[src/ssl_map.svh]
// Register offsets, field positions, reset values and timing counts of the supply supervisor block
`ifndef SSL_MAP_SVH
`define SSL_MAP_SVH

// Byte addresses of the control and status words
`define SSL_HCTL_ADDR   12'h000
`define SSL_LCTL_ADDR   12'h004
`define SSL_FLAG_ADDR   12'h008
`define SSL_MODE_ADDR   12'h00C
// Word indices of the prolongation key and control words; byte address is four times these
`define SSL_KEY_IDX     12'h110
`define SSL_PROL_IDX    12'h112

// Fields shared by both side control words
`define SSL_SUP_EN      0
`define SSL_SUP_KEEP    1
`define SSL_SUP_FP      2
`define SSL_MON_EN      3
`define SSL_MON_FP      4
`define SSL_AUTO        5
`define SSL_SIDE_OPT    6
`define SSL_CTL_W       7

// Flag word fields
`define SSL_FLG_LDLY    0
`define SSL_FLG_HDLY    1
`define SSL_FLG_LSUP    2
`define SSL_FLG_LMON    3
`define SSL_FLG_HOVP    4

// Mode word fields
`define SSL_MODE_ENTER  0
`define SSL_MODE_DEEP   1
`define SSL_MODE_AUTO   2
`define SSL_MODE_STATE  4
`define SSL_MODE_SLOW   8

// Prolongation key and enable mask
`define SSL_PROL_KEY    16'h9602
`define SSL_PROL_BIT    11

// Reset values: both supervisors on in normal mode, monitors off
`define SSL_HCTL_RST    7'h01
`define SSL_LCTL_RST    7'h01
`define SSL_MODE_RST    2'h0

// Timing, times in ns and clock rate in MHz
`define SSL_CLK_MHZ     125
`define SSL_FAST_NS     2000
`define SSL_SLOW_NS     150000
`define SSL_GUARD_NS    1000
`define SSL_FAST_CYC    ((`SSL_FAST_NS * `SSL_CLK_MHZ + 999) / 1000)
`define SSL_SLOW_CYC    ((`SSL_SLOW_NS * `SSL_CLK_MHZ + 999) / 1000)
`define SSL_GUARD_CYC   ((`SSL_GUARD_NS * `SSL_CLK_MHZ + 999) / 1000)

`endif

[src/ssl_pkg.sv]
// Types of the supply supervisor block
package ssl_pkg;
  typedef enum logic [1:0] {ssl_off = 2'h0, ssl_norm = 2'h1, ssl_full = 2'h2} ssl_unit_t;
  typedef enum logic [3:0] {
    pm_active = 4'h1,
    pm_light  = 4'h2,
    pm_deep   = 4'h4,
    pm_wake   = 4'h8
  } ssl_pmode_t;
endpackage : ssl_pkg

[src/ssl_side_if.sv]
// Settings and resulting unit states of one supply side
`timescale 1ns/1ps
`default_nettype none
interface ssl_side_if;
  logic                sup_en;
  logic                sup_keep;
  logic                sup_fp;
  logic                mon_en;
  logic                mon_fp;
  logic                auto_ctrl;
  logic                deep;
  ssl_pkg::ssl_unit_t  sup_state;
  ssl_pkg::ssl_unit_t  mon_state;
  modport cfg (output sup_en, sup_keep, sup_fp, mon_en, mon_fp, auto_ctrl, deep, input sup_state, mon_state);
  modport map (input sup_en, sup_keep, sup_fp, mon_en, mon_fp, auto_ctrl, deep, output sup_state, mon_state);
endinterface : ssl_side_if
`default_nettype wire

[src/ssl_settle_timer.sv]
// One-shot delay counter with a short and a long length
`timescale 1ns/1ps
`default_nettype none
module ssl_settle_timer #(
  parameter int unsigned FAST_CYC = 250,
  parameter int unsigned SLOW_CYC = 18750
) (
  // Clock and reset
  input  wire logic  core_clk,
  input  wire logic  rst,
  // Control
  input  wire logic  start,
  input  wire logic  slow_sel,
  // Status
  output logic       busy
);
  localparam int W = $clog2(SLOW_CYC + 1);

  logic [W-1:0] cnt_reg;
  logic [W-1:0] cnt_next;
  logic         busy_reg;
  logic         busy_next;

  // A start reloads the count, even while already running
  always_comb begin
    cnt_next  = cnt_reg;
    busy_next = busy_reg;
    if (start) begin
      cnt_next  = slow_sel ? W'(SLOW_CYC - 1) : W'(FAST_CYC - 1);
      busy_next = 1'b1;
    end else if (busy_reg) begin
      if (cnt_reg == '0) begin
        busy_next = 1'b0;
      end else begin
        cnt_next = cnt_reg - 1'b1;
      end
    end
  end

  // Counter registers
  always_ff @(posedge core_clk or posedge rst) begin
    if (rst) begin
      cnt_reg  <= '0;
      busy_reg <= 1'b0;
    end else begin
      cnt_reg  <= cnt_next;
      busy_reg <= busy_next;
    end
  end

  assign busy = busy_reg;
endmodule : ssl_settle_timer
`default_nettype wire

[src/ssl_state_map.sv]
// Maps one side's control bits and the power mode onto supervisor and monitor states
`timescale 1ns/1ps
`default_nettype none
module ssl_state_map #(
  parameter bit HIGH_SIDE = 1'b0
) (
  // Side settings in, states out
  ssl_side_if.map side
);
  import ssl_pkg::*;

  // Supervisor state from enable, keep, full performance and automatic control
  always_comb begin
    if (!side.sup_en) begin
      side.sup_state = ssl_off;                                         // [RQ1] [RQ4]
    end else if (!side.deep) begin
      side.sup_state = side.sup_fp ? ssl_full : ssl_norm;               // [RQ1] [RQ4]
    end else if (side.auto_ctrl) begin
      side.sup_state = (side.sup_keep && side.sup_fp) ? ssl_norm : ssl_off; // [RQ2] [RQ4]
    end else if (side.sup_keep) begin
      side.sup_state = side.sup_fp ? ssl_full : ssl_norm;               // [RQ1]
    end else begin
      side.sup_state = ssl_off;                                         // [RQ1] [RQ5]
    end
  end

  // Monitor state; the high side monitor sleeps in deep mode under automatic control
  always_comb begin
    if (!side.mon_en) begin
      side.mon_state = ssl_off;                                         // [RQ3] [RQ4]
    end else if (!side.deep) begin
      side.mon_state = side.mon_fp ? ssl_full : ssl_norm;               // [RQ3] [RQ4]
    end else if (side.auto_ctrl) begin
      side.mon_state = (!HIGH_SIDE && side.mon_fp) ? ssl_norm : ssl_off; // [RQ3] [RQ14]
    end else if (HIGH_SIDE && !side.mon_fp && !side.sup_keep) begin
      side.mon_state = ssl_off;                                         // [RQ5]
    end else begin
      side.mon_state = side.mon_fp ? ssl_full : ssl_norm;               // [RQ3]
    end
  end
endmodule : ssl_state_map
`default_nettype wire

[src/ssl_top.sv]
// Supply supervisor control with low-power mode sequencing and APB registers
// What this block does
// RQ1 - Low supervisor off when disabled; normal or full by full-perf bit; deep state needs keep bit.
// RQ2 - Automatic low control: deep supervisor runs normal only if enabled, keep and full-perf set.
// RQ3 - Low monitor follows its bits; deep: off/normal/full manual, off/off/normal automatic.
// RQ4 - High supervisor uses the same state mapping as the low side; the high monitor does so outside deep mode.
// RQ5 - High units in normal mode with keep clear switch off entering deep modes.
// RQ6 - Deep wakeup is slow, about 150 us, when low supervisor or monitor is enabled in normal performance; else fast.
// RQ7 - Low supervisor or monitor enabled in normal performance selects slow wakeup.
// RQ8 - Software waits for both settling flags to clear before entering a deep mode.
// RQ9 - Low-power entry by software request or automatically on interrupt routine return.
// RQ10 - Interrupt within 1 us of deep entry still wakes; power-up-clear reset restores operation.
// RQ11 - Software writes key 0x9602 to word 0x0110, then mask 0x0800 to word 0x0112.
// RQ12 - Brown-out reset disables prolongation until software enables it again.
// RQ13 - With overvoltage enable set, a high monitor trip requests a power-on reset.
// RQ14 - Under automatic high control the high monitor is off in every deep mode.
// RQ15 - Low supervisor or monitor events raise reset or interrupt as configured.
// RQ16 - Settling delay masks comparator events: about 2 us full, 150 us normal.
// RQ17 - Settling flag sets on control write and clears when the delay has run out.
`include "ssl_map.svh"
`timescale 1ns/1ps
`default_nettype none
module ssl_top #(
  parameter int unsigned SLOW_CYC = `SSL_SLOW_CYC
) (
  // Clock and brown-out reset
  input  wire logic                 core_clk,
  input  wire logic                 rst,
  // APB slave
  input  wire logic [11:0]          paddr,
  input  wire logic                 psel,
  input  wire logic                 penable,
  input  wire logic                 pwrite,
  input  wire logic [31:0]          pwdata,
  output logic [31:0]               prdata,
  output logic                      pready,
  output logic                      pslverr,
  // Asynchronous pins
  input  wire logic                 power_up_clear_reset,
  input  wire logic                 irq_pending,
  input  wire logic                 low_sup_trip,
  input  wire logic                 low_mon_trip,
  input  wire logic                 high_mon_trip,
  // Core-side request
  input  wire logic                 isr_return,
  // Power mode and unit states
  output ssl_pkg::ssl_pmode_t       power_mode,
  output ssl_pkg::ssl_unit_t        low_sup_state,
  output ssl_pkg::ssl_unit_t        low_mon_state,
  output ssl_pkg::ssl_unit_t        high_sup_state,
  output ssl_pkg::ssl_unit_t        high_mon_state,
  output logic                      wake_slow,
  output logic                      cpu_hold,
  // Events and status
  output logic                      por_request,
  output logic                      low_event_irq,
  output logic                      prolong_enable,
  output logic                      low_delay_flag,
  output logic                      high_delay_flag
);
  import ssl_pkg::*;

  localparam int unsigned FAST_CYC  = `SSL_FAST_CYC;
  localparam int unsigned GUARD_CYC = `SSL_GUARD_CYC;

  // Decodes an address into one-hot word selects
  function automatic logic [5:0] word_sel(input logic [11:0] a);
    word_sel = {a == {`SSL_PROL_IDX, 2'b00}, a == {`SSL_KEY_IDX, 2'b00}, a == `SSL_MODE_ADDR,
                a == `SSL_FLAG_ADDR, a == `SSL_LCTL_ADDR, a == `SSL_HCTL_ADDR};
  endfunction : word_sel

  // Two-flop synchronisers for the pins
  logic [4:0] pin_s1_reg;
  logic [4:0] pin_s2_reg;
  always_ff @(posedge core_clk or posedge rst) begin
    if (rst) begin
      pin_s1_reg <= 5'h00;
      pin_s2_reg <= 5'h00;
    end else begin
      pin_s1_reg <= {power_up_clear_reset, irq_pending, low_sup_trip, low_mon_trip, high_mon_trip};
      pin_s2_reg <= pin_s1_reg;
    end
  end
  logic puc_s, irq_s, lsup_s, lmon_s, hmon_s;
  assign {puc_s, irq_s, lsup_s, lmon_s, hmon_s} = pin_s2_reg;

  // Register state
  logic [`SSL_CTL_W-1:0] hctl_reg, hctl_next, lctl_reg, lctl_next;
  logic [2:0]            ev_reg, ev_next, ev_set;
  logic [1:0]            mode_ctl_reg, mode_ctl_next;
  logic                  key_armed_reg, key_armed_next;
  logic                  prolong_reg, prolong_next;
  logic [31:0]           prdata_reg, prdata_next;
  logic                  pready_reg, pready_next, pslverr_reg, pslverr_next;
  logic                  enter_req, low_start, high_start;
  logic                  low_busy, high_busy, wake_busy;
  logic [5:0]            rsel, wsel;
  logic                  wr;

  // Mode sequencer state
  ssl_pmode_t            mode_reg, mode_next;
  logic [6:0]            guard_reg, guard_next;
  logic                  irq_latch_reg, irq_latch_next;
  logic                  wake_start, wake_slow_next;

  // Side mapping
  ssl_side_if lside ();
  ssl_side_if hside ();
  assign lside.sup_en    = lctl_reg[`SSL_SUP_EN];
  assign lside.sup_keep  = lctl_reg[`SSL_SUP_KEEP];
  assign lside.sup_fp    = lctl_reg[`SSL_SUP_FP];
  assign lside.mon_en    = lctl_reg[`SSL_MON_EN];
  assign lside.mon_fp    = lctl_reg[`SSL_MON_FP];
  assign lside.auto_ctrl = lctl_reg[`SSL_AUTO];
  assign lside.deep      = (mode_reg == pm_deep);
  assign hside.sup_en    = hctl_reg[`SSL_SUP_EN];
  assign hside.sup_keep  = hctl_reg[`SSL_SUP_KEEP];
  assign hside.sup_fp    = hctl_reg[`SSL_SUP_FP];
  assign hside.mon_en    = hctl_reg[`SSL_MON_EN];
  assign hside.mon_fp    = hctl_reg[`SSL_MON_FP];
  assign hside.auto_ctrl = hctl_reg[`SSL_AUTO];
  assign hside.deep      = (mode_reg == pm_deep);

  ssl_state_map #(.HIGH_SIDE(1'b0)) u_low_map  (.side(lside.map));
  ssl_state_map #(.HIGH_SIDE(1'b1)) u_high_map (.side(hside.map));

  // Settling delays per side and the wakeup delay
  ssl_settle_timer #(.FAST_CYC(FAST_CYC), .SLOW_CYC(SLOW_CYC)) u_low_settle (
    .core_clk (core_clk),
    .rst      (rst),
    .start    (low_start),
    .slow_sel (!lctl_next[`SSL_SUP_FP]),   // [RQ16]
    .busy     (low_busy)
  );
  ssl_settle_timer #(.FAST_CYC(FAST_CYC), .SLOW_CYC(SLOW_CYC)) u_high_settle (
    .core_clk (core_clk),
    .rst      (rst),
    .start    (high_start),
    .slow_sel (!hctl_next[`SSL_SUP_FP]),   // [RQ16]
    .busy     (high_busy)
  );
  ssl_settle_timer #(.FAST_CYC(FAST_CYC), .SLOW_CYC(SLOW_CYC)) u_wake (
    .core_clk (core_clk),
    .rst      (rst),
    .start    (wake_start),
    .slow_sel (wake_slow),
    .busy     (wake_busy)
  );

  // Comparator events, masked while settling or while the unit is off
  logic low_ev, lsup_ev, lmon_ev, hovp_ev;
  assign lsup_ev = lsup_s && (lside.sup_state != ssl_off) && !low_busy;   // [RQ16]
  assign lmon_ev = lmon_s && (lside.mon_state != ssl_off) && !low_busy;   // [RQ16]
  assign hovp_ev = hmon_s && (hside.mon_state != ssl_off) && !high_busy
                   && hctl_reg[`SSL_SIDE_OPT];                            // [RQ13] [RQ14]
  assign low_ev  = lsup_ev || lmon_ev;
  assign ev_set  = {hovp_ev, lmon_ev, lsup_ev};

  // APB decode, register writes and read data
  always_comb begin
    rsel           = word_sel(paddr);
    wsel           = rsel;
    wr             = psel && penable && pready_reg && pwrite;
    hctl_next      = hctl_reg;
    lctl_next      = lctl_reg;
    ev_next        = ev_reg | ev_set;
    mode_ctl_next  = mode_ctl_reg;
    key_armed_next = key_armed_reg;
    prolong_next   = prolong_reg;
    enter_req      = 1'b0;
    low_start      = 1'b0;
    high_start     = 1'b0;
    pready_next    = psel && !penable;
    pslverr_next   = psel && !penable && (rsel == 6'h00);
    prdata_next    = prdata_reg;
    if (psel && !penable) begin
      prdata_next = 32'h0000_0000;
      unique case (1'b1)
        rsel[0]: prdata_next[`SSL_CTL_W-1:0] = hctl_reg;
        rsel[1]: prdata_next[`SSL_CTL_W-1:0] = lctl_reg;
        rsel[2]: prdata_next[4:0] = {ev_reg, high_busy, low_busy};
        rsel[3]: prdata_next[8:0] = {wake_slow, mode_reg, 1'b0, mode_ctl_reg, 1'b0};
        rsel[4]: prdata_next[0] = key_armed_reg;
        rsel[5]: prdata_next[`SSL_PROL_BIT] = prolong_reg;
        default: prdata_next = 32'h0000_0000;
      endcase
    end
    if (wr) begin
      if (wsel != 6'h00) begin
        key_armed_next = 1'b0;
      end
      unique case (1'b1)
        wsel[0]: begin
          hctl_next  = pwdata[`SSL_CTL_W-1:0];
          high_start = 1'b1;                                              // [RQ17]
        end
        wsel[1]: begin
          lctl_next = pwdata[`SSL_CTL_W-1:0];
          low_start = 1'b1;                                               // [RQ17]
        end
        wsel[2]: ev_next = (ev_reg & ~pwdata[`SSL_FLG_HOVP:`SSL_FLG_LSUP]) | ev_set;
        wsel[3]: begin
          mode_ctl_next = pwdata[`SSL_MODE_AUTO:`SSL_MODE_DEEP];
          enter_req     = pwdata[`SSL_MODE_ENTER];                        // [RQ9]
        end
        wsel[4]: key_armed_next = (pwdata[15:0] == `SSL_PROL_KEY);
        wsel[5]: begin
          if (key_armed_reg) begin
            prolong_next = pwdata[`SSL_PROL_BIT];
          end
        end
        default: ;
      endcase
    end
    if (puc_s) begin
      key_armed_next = 1'b0;
    end
  end

  // Register file flops; of the two resets, only brown-out clears the prolongation enable
  always_ff @(posedge core_clk or posedge rst) begin
    if (rst) begin
      hctl_reg      <= `SSL_HCTL_RST;
      lctl_reg      <= `SSL_LCTL_RST;
      ev_reg        <= 3'h0;
      mode_ctl_reg  <= `SSL_MODE_RST;
      key_armed_reg <= 1'b0;
      prolong_reg   <= 1'b0;                                              // [RQ12]
      prdata_reg    <= 32'h0000_0000;
      pready_reg    <= 1'b0;
      pslverr_reg   <= 1'b0;
    end else begin
      hctl_reg      <= hctl_next;
      lctl_reg      <= lctl_next;
      ev_reg        <= ev_next;
      mode_ctl_reg  <= mode_ctl_next;
      key_armed_reg <= key_armed_next;
      prolong_reg   <= prolong_next;
      prdata_reg    <= prdata_next;
      pready_reg    <= pready_next;
      pslverr_reg   <= pslverr_next;
    end
  end

  // Power mode sequencer with a post-entry guard window
  always_comb begin
    mode_next      = mode_reg;
    guard_next     = (guard_reg != 7'h00) ? guard_reg - 1'b1 : guard_reg;
    irq_latch_next = irq_latch_reg;
    wake_start     = 1'b0;
    wake_slow_next = (lside.sup_en && !lside.sup_fp) || (lside.mon_en && !lside.mon_fp); // [RQ6] [RQ7]
    unique case (mode_reg)
      pm_active: begin
        if (enter_req || (isr_return && mode_ctl_reg[1])) begin          // [RQ9]
          if (mode_ctl_next[0]) begin                                     // Deep select of the same write counts
            mode_next  = pm_deep;
            guard_next = 7'(GUARD_CYC);
          end else begin
            mode_next = pm_light;
          end
        end
      end
      pm_light: begin
        if (irq_s) begin
          mode_next = pm_active;
        end
      end
      pm_deep: begin
        if (irq_s) begin
          irq_latch_next = 1'b1;                                          // [RQ10]
        end
        if ((irq_s || irq_latch_reg) && guard_reg == 7'h00) begin
          mode_next      = pm_wake;
          wake_start     = 1'b1;
          irq_latch_next = 1'b0;
        end
      end
      pm_wake: begin
        if (!wake_busy) begin
          mode_next = pm_active;                                          // [RQ6]
        end
      end
      default: mode_next = pm_active;
    endcase
    if (puc_s) begin
      mode_next      = pm_active;                                         // [RQ10]
      guard_next     = 7'h00;
      irq_latch_next = 1'b0;
      wake_start     = 1'b0;
    end
  end

  // Sequencer flops and registered outputs
  ssl_unit_t lsup_q, lmon_q, hsup_q, hmon_q;
  logic      wake_slow_reg, cpu_hold_reg, por_reg, irq_reg;
  always_ff @(posedge core_clk or posedge rst) begin
    if (rst) begin
      mode_reg      <= pm_active;
      guard_reg     <= 7'h00;
      irq_latch_reg <= 1'b0;
      wake_slow_reg <= 1'b1;
      cpu_hold_reg  <= 1'b0;
      lsup_q        <= ssl_off;
      lmon_q        <= ssl_off;
      hsup_q        <= ssl_off;
      hmon_q        <= ssl_off;
      por_reg       <= 1'b0;
      irq_reg       <= 1'b0;
    end else begin
      mode_reg      <= mode_next;
      guard_reg     <= guard_next;
      irq_latch_reg <= irq_latch_next;
      wake_slow_reg <= wake_slow_next;
      cpu_hold_reg  <= (mode_next == pm_wake);
      lsup_q        <= lside.sup_state;
      lmon_q        <= lside.mon_state;
      hsup_q        <= hside.sup_state;
      hmon_q        <= hside.mon_state;
      por_reg       <= (low_ev && lctl_reg[`SSL_SIDE_OPT]) || hovp_ev;    // [RQ13] [RQ15]
      irq_reg       <= low_ev && !lctl_reg[`SSL_SIDE_OPT];                // [RQ15]
    end
  end

  assign prdata          = prdata_reg;
  assign pready          = pready_reg;
  assign pslverr         = pslverr_reg;
  assign power_mode      = mode_reg;
  assign low_sup_state   = lsup_q;
  assign low_mon_state   = lmon_q;
  assign high_sup_state  = hsup_q;
  assign high_mon_state  = hmon_q;
  assign wake_slow       = wake_slow_reg;
  assign cpu_hold        = cpu_hold_reg;
  assign por_request     = por_reg;
  assign low_event_irq   = irq_reg;
  assign prolong_enable  = prolong_reg;
  assign low_delay_flag  = low_busy;
  assign high_delay_flag = high_busy;
endmodule : ssl_top
`default_nettype wire

[config.mk]
export PLATFORM = sky130hd
export DESIGN_NAME = ssl_top
export DESIGN_NICKNAME = d
export VERILOG_FILES = /design/src/ssl_pkg.sv /design/src/ssl_side_if.sv /design/src/ssl_settle_timer.sv /design/src/ssl_state_map.sv /design/src/ssl_top.sv
export VERILOG_INCLUDE_DIRS = /design/src /design/src/src
export SDC_FILE = /design/constraint.sdc
export NUM_CORES = 1
export LEC_CHECK = 0
export ABC_AREA = 1
export CORE_UTILIZATION = 60
export DETAILED_ROUTE_END_ITERATION = 12
export DONT_BUFFER_PORTS = 1
export GPL_ROUTABILITY_DRIVEN = 0
export PLACE_DENSITY = 0.84
export SYNTH_ARGS = -nofsm -noshare
export SYNTH_HDL_FRONTEND = slang
export SYNTH_SLANG_ARGS = --single-unit
[constraint.sdc]
create_clock -name core_clk -period 4.5 [get_ports core_clk]
set_input_delay 0.45 -clock core_clk [delete_from_list [all_inputs] [get_ports core_clk]]
set_output_delay 0.45 -clock core_clk [all_outputs]
set_load 0.01 [all_outputs]
# [After elaboration in Yosys (flattened, before gate mapping)]
# Cells that the tools add are included.
# W data, S select, Z words.
[classes] addsub=4 eq_ne=14 muxes=85 bitwise=4 reduce_logical=61
[ops] cell="$mux W15" count=12
[ops] cell="$logic_not A15 Y1" count=3
[ops] cell="$sub A15 B1 Y15 const B" count=3
[ops] cell="$mux W2" count=20
[ops] cell="$mux W7" count=5
[ops] cell="$mux W1" count=32
[ops] cell="$pmux W4 S4" count=2
[ops] cell="$eq A12 B11 Y1 const B" count=2
[ops] cell="$eq A12 B4 Y1 const B" count=2
[ops] cell="$logic_and A1 B1 Y1" count=21
[ops] cell="$mux W3" count=7
[ops] cell="$mux W4" count=5
[ops] cell="$eq A16 B16 Y1 const B" count=1
[ops] cell="$reduce_and A2 Y1" count=8
[ops] cell="$reduce_bool A2 Y1" count=8
[ops] cell="$eq A12 B3 Y1 const B" count=1
[ops] cell="$logic_not A12 Y1" count=1
[ops] cell="$eq A4 B4 Y1 const B" count=2
[ops] cell="$logic_not A1 Y1" count=8
[ops] cell="$logic_not A7 Y1" count=1
[ops] cell="$reduce_bool A7 Y1" count=1
[ops] cell="$sub A7 B1 Y7 const B" count=1
[ops] cell="$logic_not A6 Y1" count=1
[ops] cell="$or A3 B3 Y3" count=2
[ops] cell="13 further kinds" count=19
[word_totals] reg_bits=115 input_bits=55 out_inout_bits=53 word_cells=199

# [Logic depth before layout (Yosys ltp)]
[depth] ltp_word=13 mapped_depth=12 mapped_depth_nobuf=12

# [By module]
# A second synthesis with hierarchy kept.
[hier_totals] cells_unflattened=890 area_unflattened_um2=6708.9
[by_module_without_submodules] mod="ssl_top" instances=1 cells_each=395 area_each_um2=3393.3 seq_area_each_um2=1681.6
[by_module_without_submodules] mod="ssl_settle_timer" instances=3 cells_each=155 area_each_um2=1056.0 seq_area_each_um2=400.4
[by_module_without_submodules] mod="ssl_state_map at u_low_map" instances=1 cells_each=18 area_each_um2=86.3 seq_area_each_um2=0.0
[by_module_without_submodules] mod="ssl_state_map at u_high_map" instances=1 cells_each=12 area_each_um2=61.3 seq_area_each_um2=0.0

# [Least setup slack after synthesis]
# OpenSTA, ideal clock, no wires.
[synth_timing] kind="reg2reg" from="reg guard_reg[0]" to="reg u_wake.cnt_reg[6]" setup_time_ns=0.127 arrival_ns=1.510 required_ns=4.373 path_slack_ns=2.863 stages_incl_launch_ff=12 n_path_buf=0 synth_period_minus_slack_ns=1.637 cell_sequence="dfrtp_1 inv_1 ha_1 nand2_1 nor2_1 nand2_2 nor2_2 nand3_2 nand2_4 inv_1 nand2_1 nand3_1"
[synth_via] elab_chain_cells=7 word_cells_on_any_way=9 cone_classes="eq/ne: 1; mux: 4; reduce/logical: 4"
[synth_rtl] item="from (decl)" line="ssl_top.sv:102" source="logic [6:0] guard_reg, guard_next;"
[synth_rtl] item="from (signal assigned)" line="ssl_top.sv:311" source="guard_reg <= guard_next;"
[synth_rtl] item="$logic_not A7 Y1 *" line="ssl_top.sv:272" source="if ((irq_s || irq_latch_reg) && guard_reg == 7'h00) begin"
[synth_rtl] item="$logic_and A1 B1 Y1 *" line="ssl_top.sv:272"
[synth_rtl] item="$mux W1 *" line="ssl_top.sv:272"
[synth_rtl] item="$mux W1 *" line="ssl_top.sv:252" source="unique case (mode_reg)"
[synth_rtl] item="$mux W1 *" line="ssl_top.sv:285" source="if (puc_s) begin"
[synth_rtl] item="$ne A2 B1 Y1 (no source line) or $reduce_bool A2 Y1 (tied branches)"
[synth_rtl] item="$reduce_and A2 Y1 (no source line)"
[synth_rtl] item="to (signal assigned)" line="ssl_settle_timer.sv:46" source="cnt_reg <= cnt_next;"
[synth_rtl] item="to (decl)" line="ssl_settle_timer.sv:19" source="logic [W-1:0] cnt_reg;"
# Mark *: on every way between the ends. The rest lies on a longest branch, timed or not.
# A chain may end at the register's enable or synchronous reset.

# [Final worst setup path]
[layout_timing] from="reg pready_reg (netlist: pready)" to="reg u_low_settle.cnt_reg[14]"
[layout_via] elab_chain_cells=5 word_cells_on_any_way=9 cone_classes="eq/ne: 1; mux: 4; reduce/logical: 4"
[layout_rtl] item="from (decl)" line="ssl_top.sv:94" source="logic pready_reg, pready_next, pslverr_reg, pslverr_next;"
[layout_rtl] item="from (signal assigned)" line="ssl_top.sv:240" source="pready_reg <= pready_next;"
[layout_rtl] item="$logic_and A1 B1 Y1 * (2 in series)" line="ssl_top.sv:163" source="wr = psel && penable && pready_reg && pwrite;"
[layout_rtl] item="$mux W1 or $mux W3 (tied branches)" line="ssl_top.sv:188" source="if (wr) begin"
[layout_rtl] item="$ne A2 B2 Y1 (no source line) (tied with other cells)"
[layout_rtl] item="$reduce_and A2 Y1 (no source line) or $mux W15 (tied branches)"
[layout_rtl] item="to (signal assigned)" line="ssl_settle_timer.sv:46"
[layout_rtl] item="to (decl)" line="ssl_settle_timer.sv:19"
# Marks and branches as above.

==> reports/metrics.yaml <==
cells_and_area:
  syn2layout_area_growth_pct: 10.84
  n_fill_cell: 765
  finalNetCount: 885
  seqCellArea_um2: 2883
  n_antenna_cell: 0
  layout-drive-gt1-share_pct: 7.407
  finalNonFillerCells: 970
  multi_input_area_um2: 2740
power_and_ir_drop:
  powerDensity_nw_per_um2: 458.9
  power_w: 0.003129
  irDropWorstVdd_uv: 285.5
  p_leak_nw: 3.539
clock_tree:
  clkLatencyLatePin_ns: 0.54
  clockRootBuffer: "clkbuf_8"
  clock_sinks: 115
  ctsResizeCount: 0
  cts_made_buffers: 17
  clockBufferDepth: 2
  clk_pin_slew_ns: 0.06
  cts_tree: "yes"
  htreeDepth: 4
global_routing:
  grt_pass1_wl_um: 23200
  grt_overflow: 0
  grt_max_degree: 80
  grt_use_total_pct: 29.04
  grt_pass1_vias: 5138
  antenna_found_initial: 0
floorplan:
  ios: 108
  die_width_um: 103.3
  die_h_um: 103.3
  coreArea_um2: 9864
  rows: 36
  initial_core_util_pct: 62.35
  die-area_um2: 10660
critical_path:
  crit_arrival_ns: 2.64
  cpPeakStageDelay_ns: 0.46
  cp-start-kind: "flip-flop"
  cp.required_ns: 4.91
  crit_buf_inv: 1
  cp_top_family: "simple AND/OR/NAND/NOR gates"
  slowest_stage: "nor2_2"
  cpMostUsedCell: "nand2_1"
  cp-end-kind: "flip-flop"
  rrSetupSlack_ns: 2.28
  path_class: "reg2reg"
  crit_chain: "nand2_1 -> nor2_2 -> nand3_2 -> nand2_1 -> nand2_1 -> inv_1 -> a21oi_1"
  crit_fanout: 16
drt:
  drtAntennaViolNets: 0
  drc: 0
  dr.pass1.iters: 6
  vias: 5368
  wl_per_cell_um: 14.66
  routed_via_density: 5.534
  routed_wl_um: 14220
  drt_iter0_markers: 469
placement:
  dp_hpwl_um: 10110
  post-place-ws_ns: 2.293
  dp_cells: 934
  port_buffers: 0
sta:
  max_freq_ghz: 0.4498
  final.setup.tns_ns: 0
  worst_slack_ns: 2.277
  hold_slack_ns: -0.005534
  finalSetupViolations: 0
  rsz0062_at_grt: "no"
  hold_viol: 8
  tightest_slew_ns: 0.9515
  period_share_pct: 49.40
  period_needed_ns: 2.223
  skew_ns: 0.01097
  drv_slew: 0
  maxSlewHeadroom_pct: 36.57
job:
  maxCapViolCount: 0
hold_path:
  hold_class: "in2async"
synthesis:
  yosysWarnings: 0
  syn_area_per_cell_um2: 7.575
  synth-seq-area-share_pct: 46.87
  ys_ff_latch: 115
  ys_types: 39
  synth_cells: 812
  syn_area_um2: 6151
  synthArstFlopShare_pct: 100.0
  synth_ff_type: "dfrtp_1"
  synth_edf_count: 0
outcome:
  violations: "negative hold slack"
  status: "complete, but fails checks"
[power by group]
| group | internal (W) | switching (W) | total [W] |
|---|---|---|---|
| Sequential | 0.00114 | 0.000108 | 0.00125 |
| Combinational | 0.000189 | 0.000337 | 0.000526 |
| Clock | 0.000895 | 0.000456 | 0.00135 |
| Total | 0.00223 | 0.000901 | 0.00313 |
[timing repair]
item,CTS,global route
hold buffers,5,0
setup buffers,0,0
hold endpoints to repair,5,0
endpoints found under the setup margin,0,0
[per-layer routing]
metal	wire, um	vias up	part of all wire, %	track usage, %
li1	-	2588	-	-
met1	5874	2509	41	35.09
met2	6803	231	48	47.69
met3	1236	40	8.7	9.409
met4	305	0	2.1	13.00
met5	0	-	0	0
[per-stage QoR]
stage / util (%) / area (um2)
finish: 69.11 / 6818
CTS: 69.11 / 6818
global placement: 62.52 / 6167
floorplan: - / 6230
detailed placement: 62.52 / 6167
global route: 69.11 / 6818
[path summary, 6_finish.rpt]
path                                     from  depth (start not counted)                       end
worst max-delay path                   pready                          7  u_low_settle.cnt_reg[14]
worst min-delay path                      rst                          1   u_low_settle.cnt_reg[2]
worst max register to register         pready                          7  u_low_settle.cnt_reg[14]
worst min register to register  pin_s1_reg[1]                          0             pin_s2_reg[1]
max in group asynchronous                 rst                          2               hctl_reg[0]
min in group core_clk               pwdata[0]                          2               lctl_reg[0]
[cell usage after synthesis (3+ instances only)]
cell type  instances  area [um2]
a21oi_1           28       140.1
or2_2              4       25.02
o31ai_1            3       22.52
nor3_1            13       65.06
a31oi_1            3       18.77
ha_1               5       62.56
nand3b_1           7       52.55
buf_6              3       33.78
nand3_2            3       30.03
nor2_1           112       420.4
dfrtp_1          111        2778
o21ai_1            4       20.02
nand4_1           18       112.6
nand3_1           53       265.3
xor2_1            13       113.9
nand2_1          220       825.8
nand2_2            5       31.28
inv_1             93       349.1
buf_4             23       172.7
o211ai_1           3       22.52
o21ai_0           50       250.2
buf_2              5       25.02
inv_2              4       15.01
o22ai_1            3       18.77
nor2_2             5       31.28
dfstp_2            4       105.1
[final cells by class]
cell class / instances / share of cell area (%)
timing repair buffer: 6 / 0.8442
inverter: 98 / 5.432
multi-input combinational: 587 / 40.19
sequential: 115 / 42.28
clock inverter: 9 / 1.872
clock buffer: 22 / 6.937
tap: 133 / 2.441
[logic make-up (layout without fill, tap and decap cells)]
| group | count (synthesis) | count (layout) | synth area share (%) |
|---|---|---|---|
| xor+xnor | 15 | 15 | 2.136 |
| flops | 115 | 115 | 46.87 |
| simple gates | 448 | 448 | 31.65 |
| buf+inv | 131 | 135 | 9.866 |
| compound gates | 97 | 97 | 8.401 |
| fa+ha+maj | 5 | 5 | 1.017 |
| other cells | 1 | 22 | 0.06097 |
[layout by cell type (no fill, tap or decap), drive strengths merged]
cell and n:
a21boi 2, a21oi 28, a221oi 1, a31oi 3, and3b 1, buf 1, bufinv 3, clkbuf 22
clkinv 4, clkinvlp 3, conb 22, dfrtp 111, dfstp 4, dlygate4sd3 5, ha 5, inv 97
nand2 227, nand3 56, nand3b 7, nand4 19, nor2 119, nor3 13, nor4 1, o211ai 3
o21ai 54, o22ai 3, o31ai 3, or2 5, xnor2 2, xor2 13
Note: power is estimated with default switching activity, not from simulation.
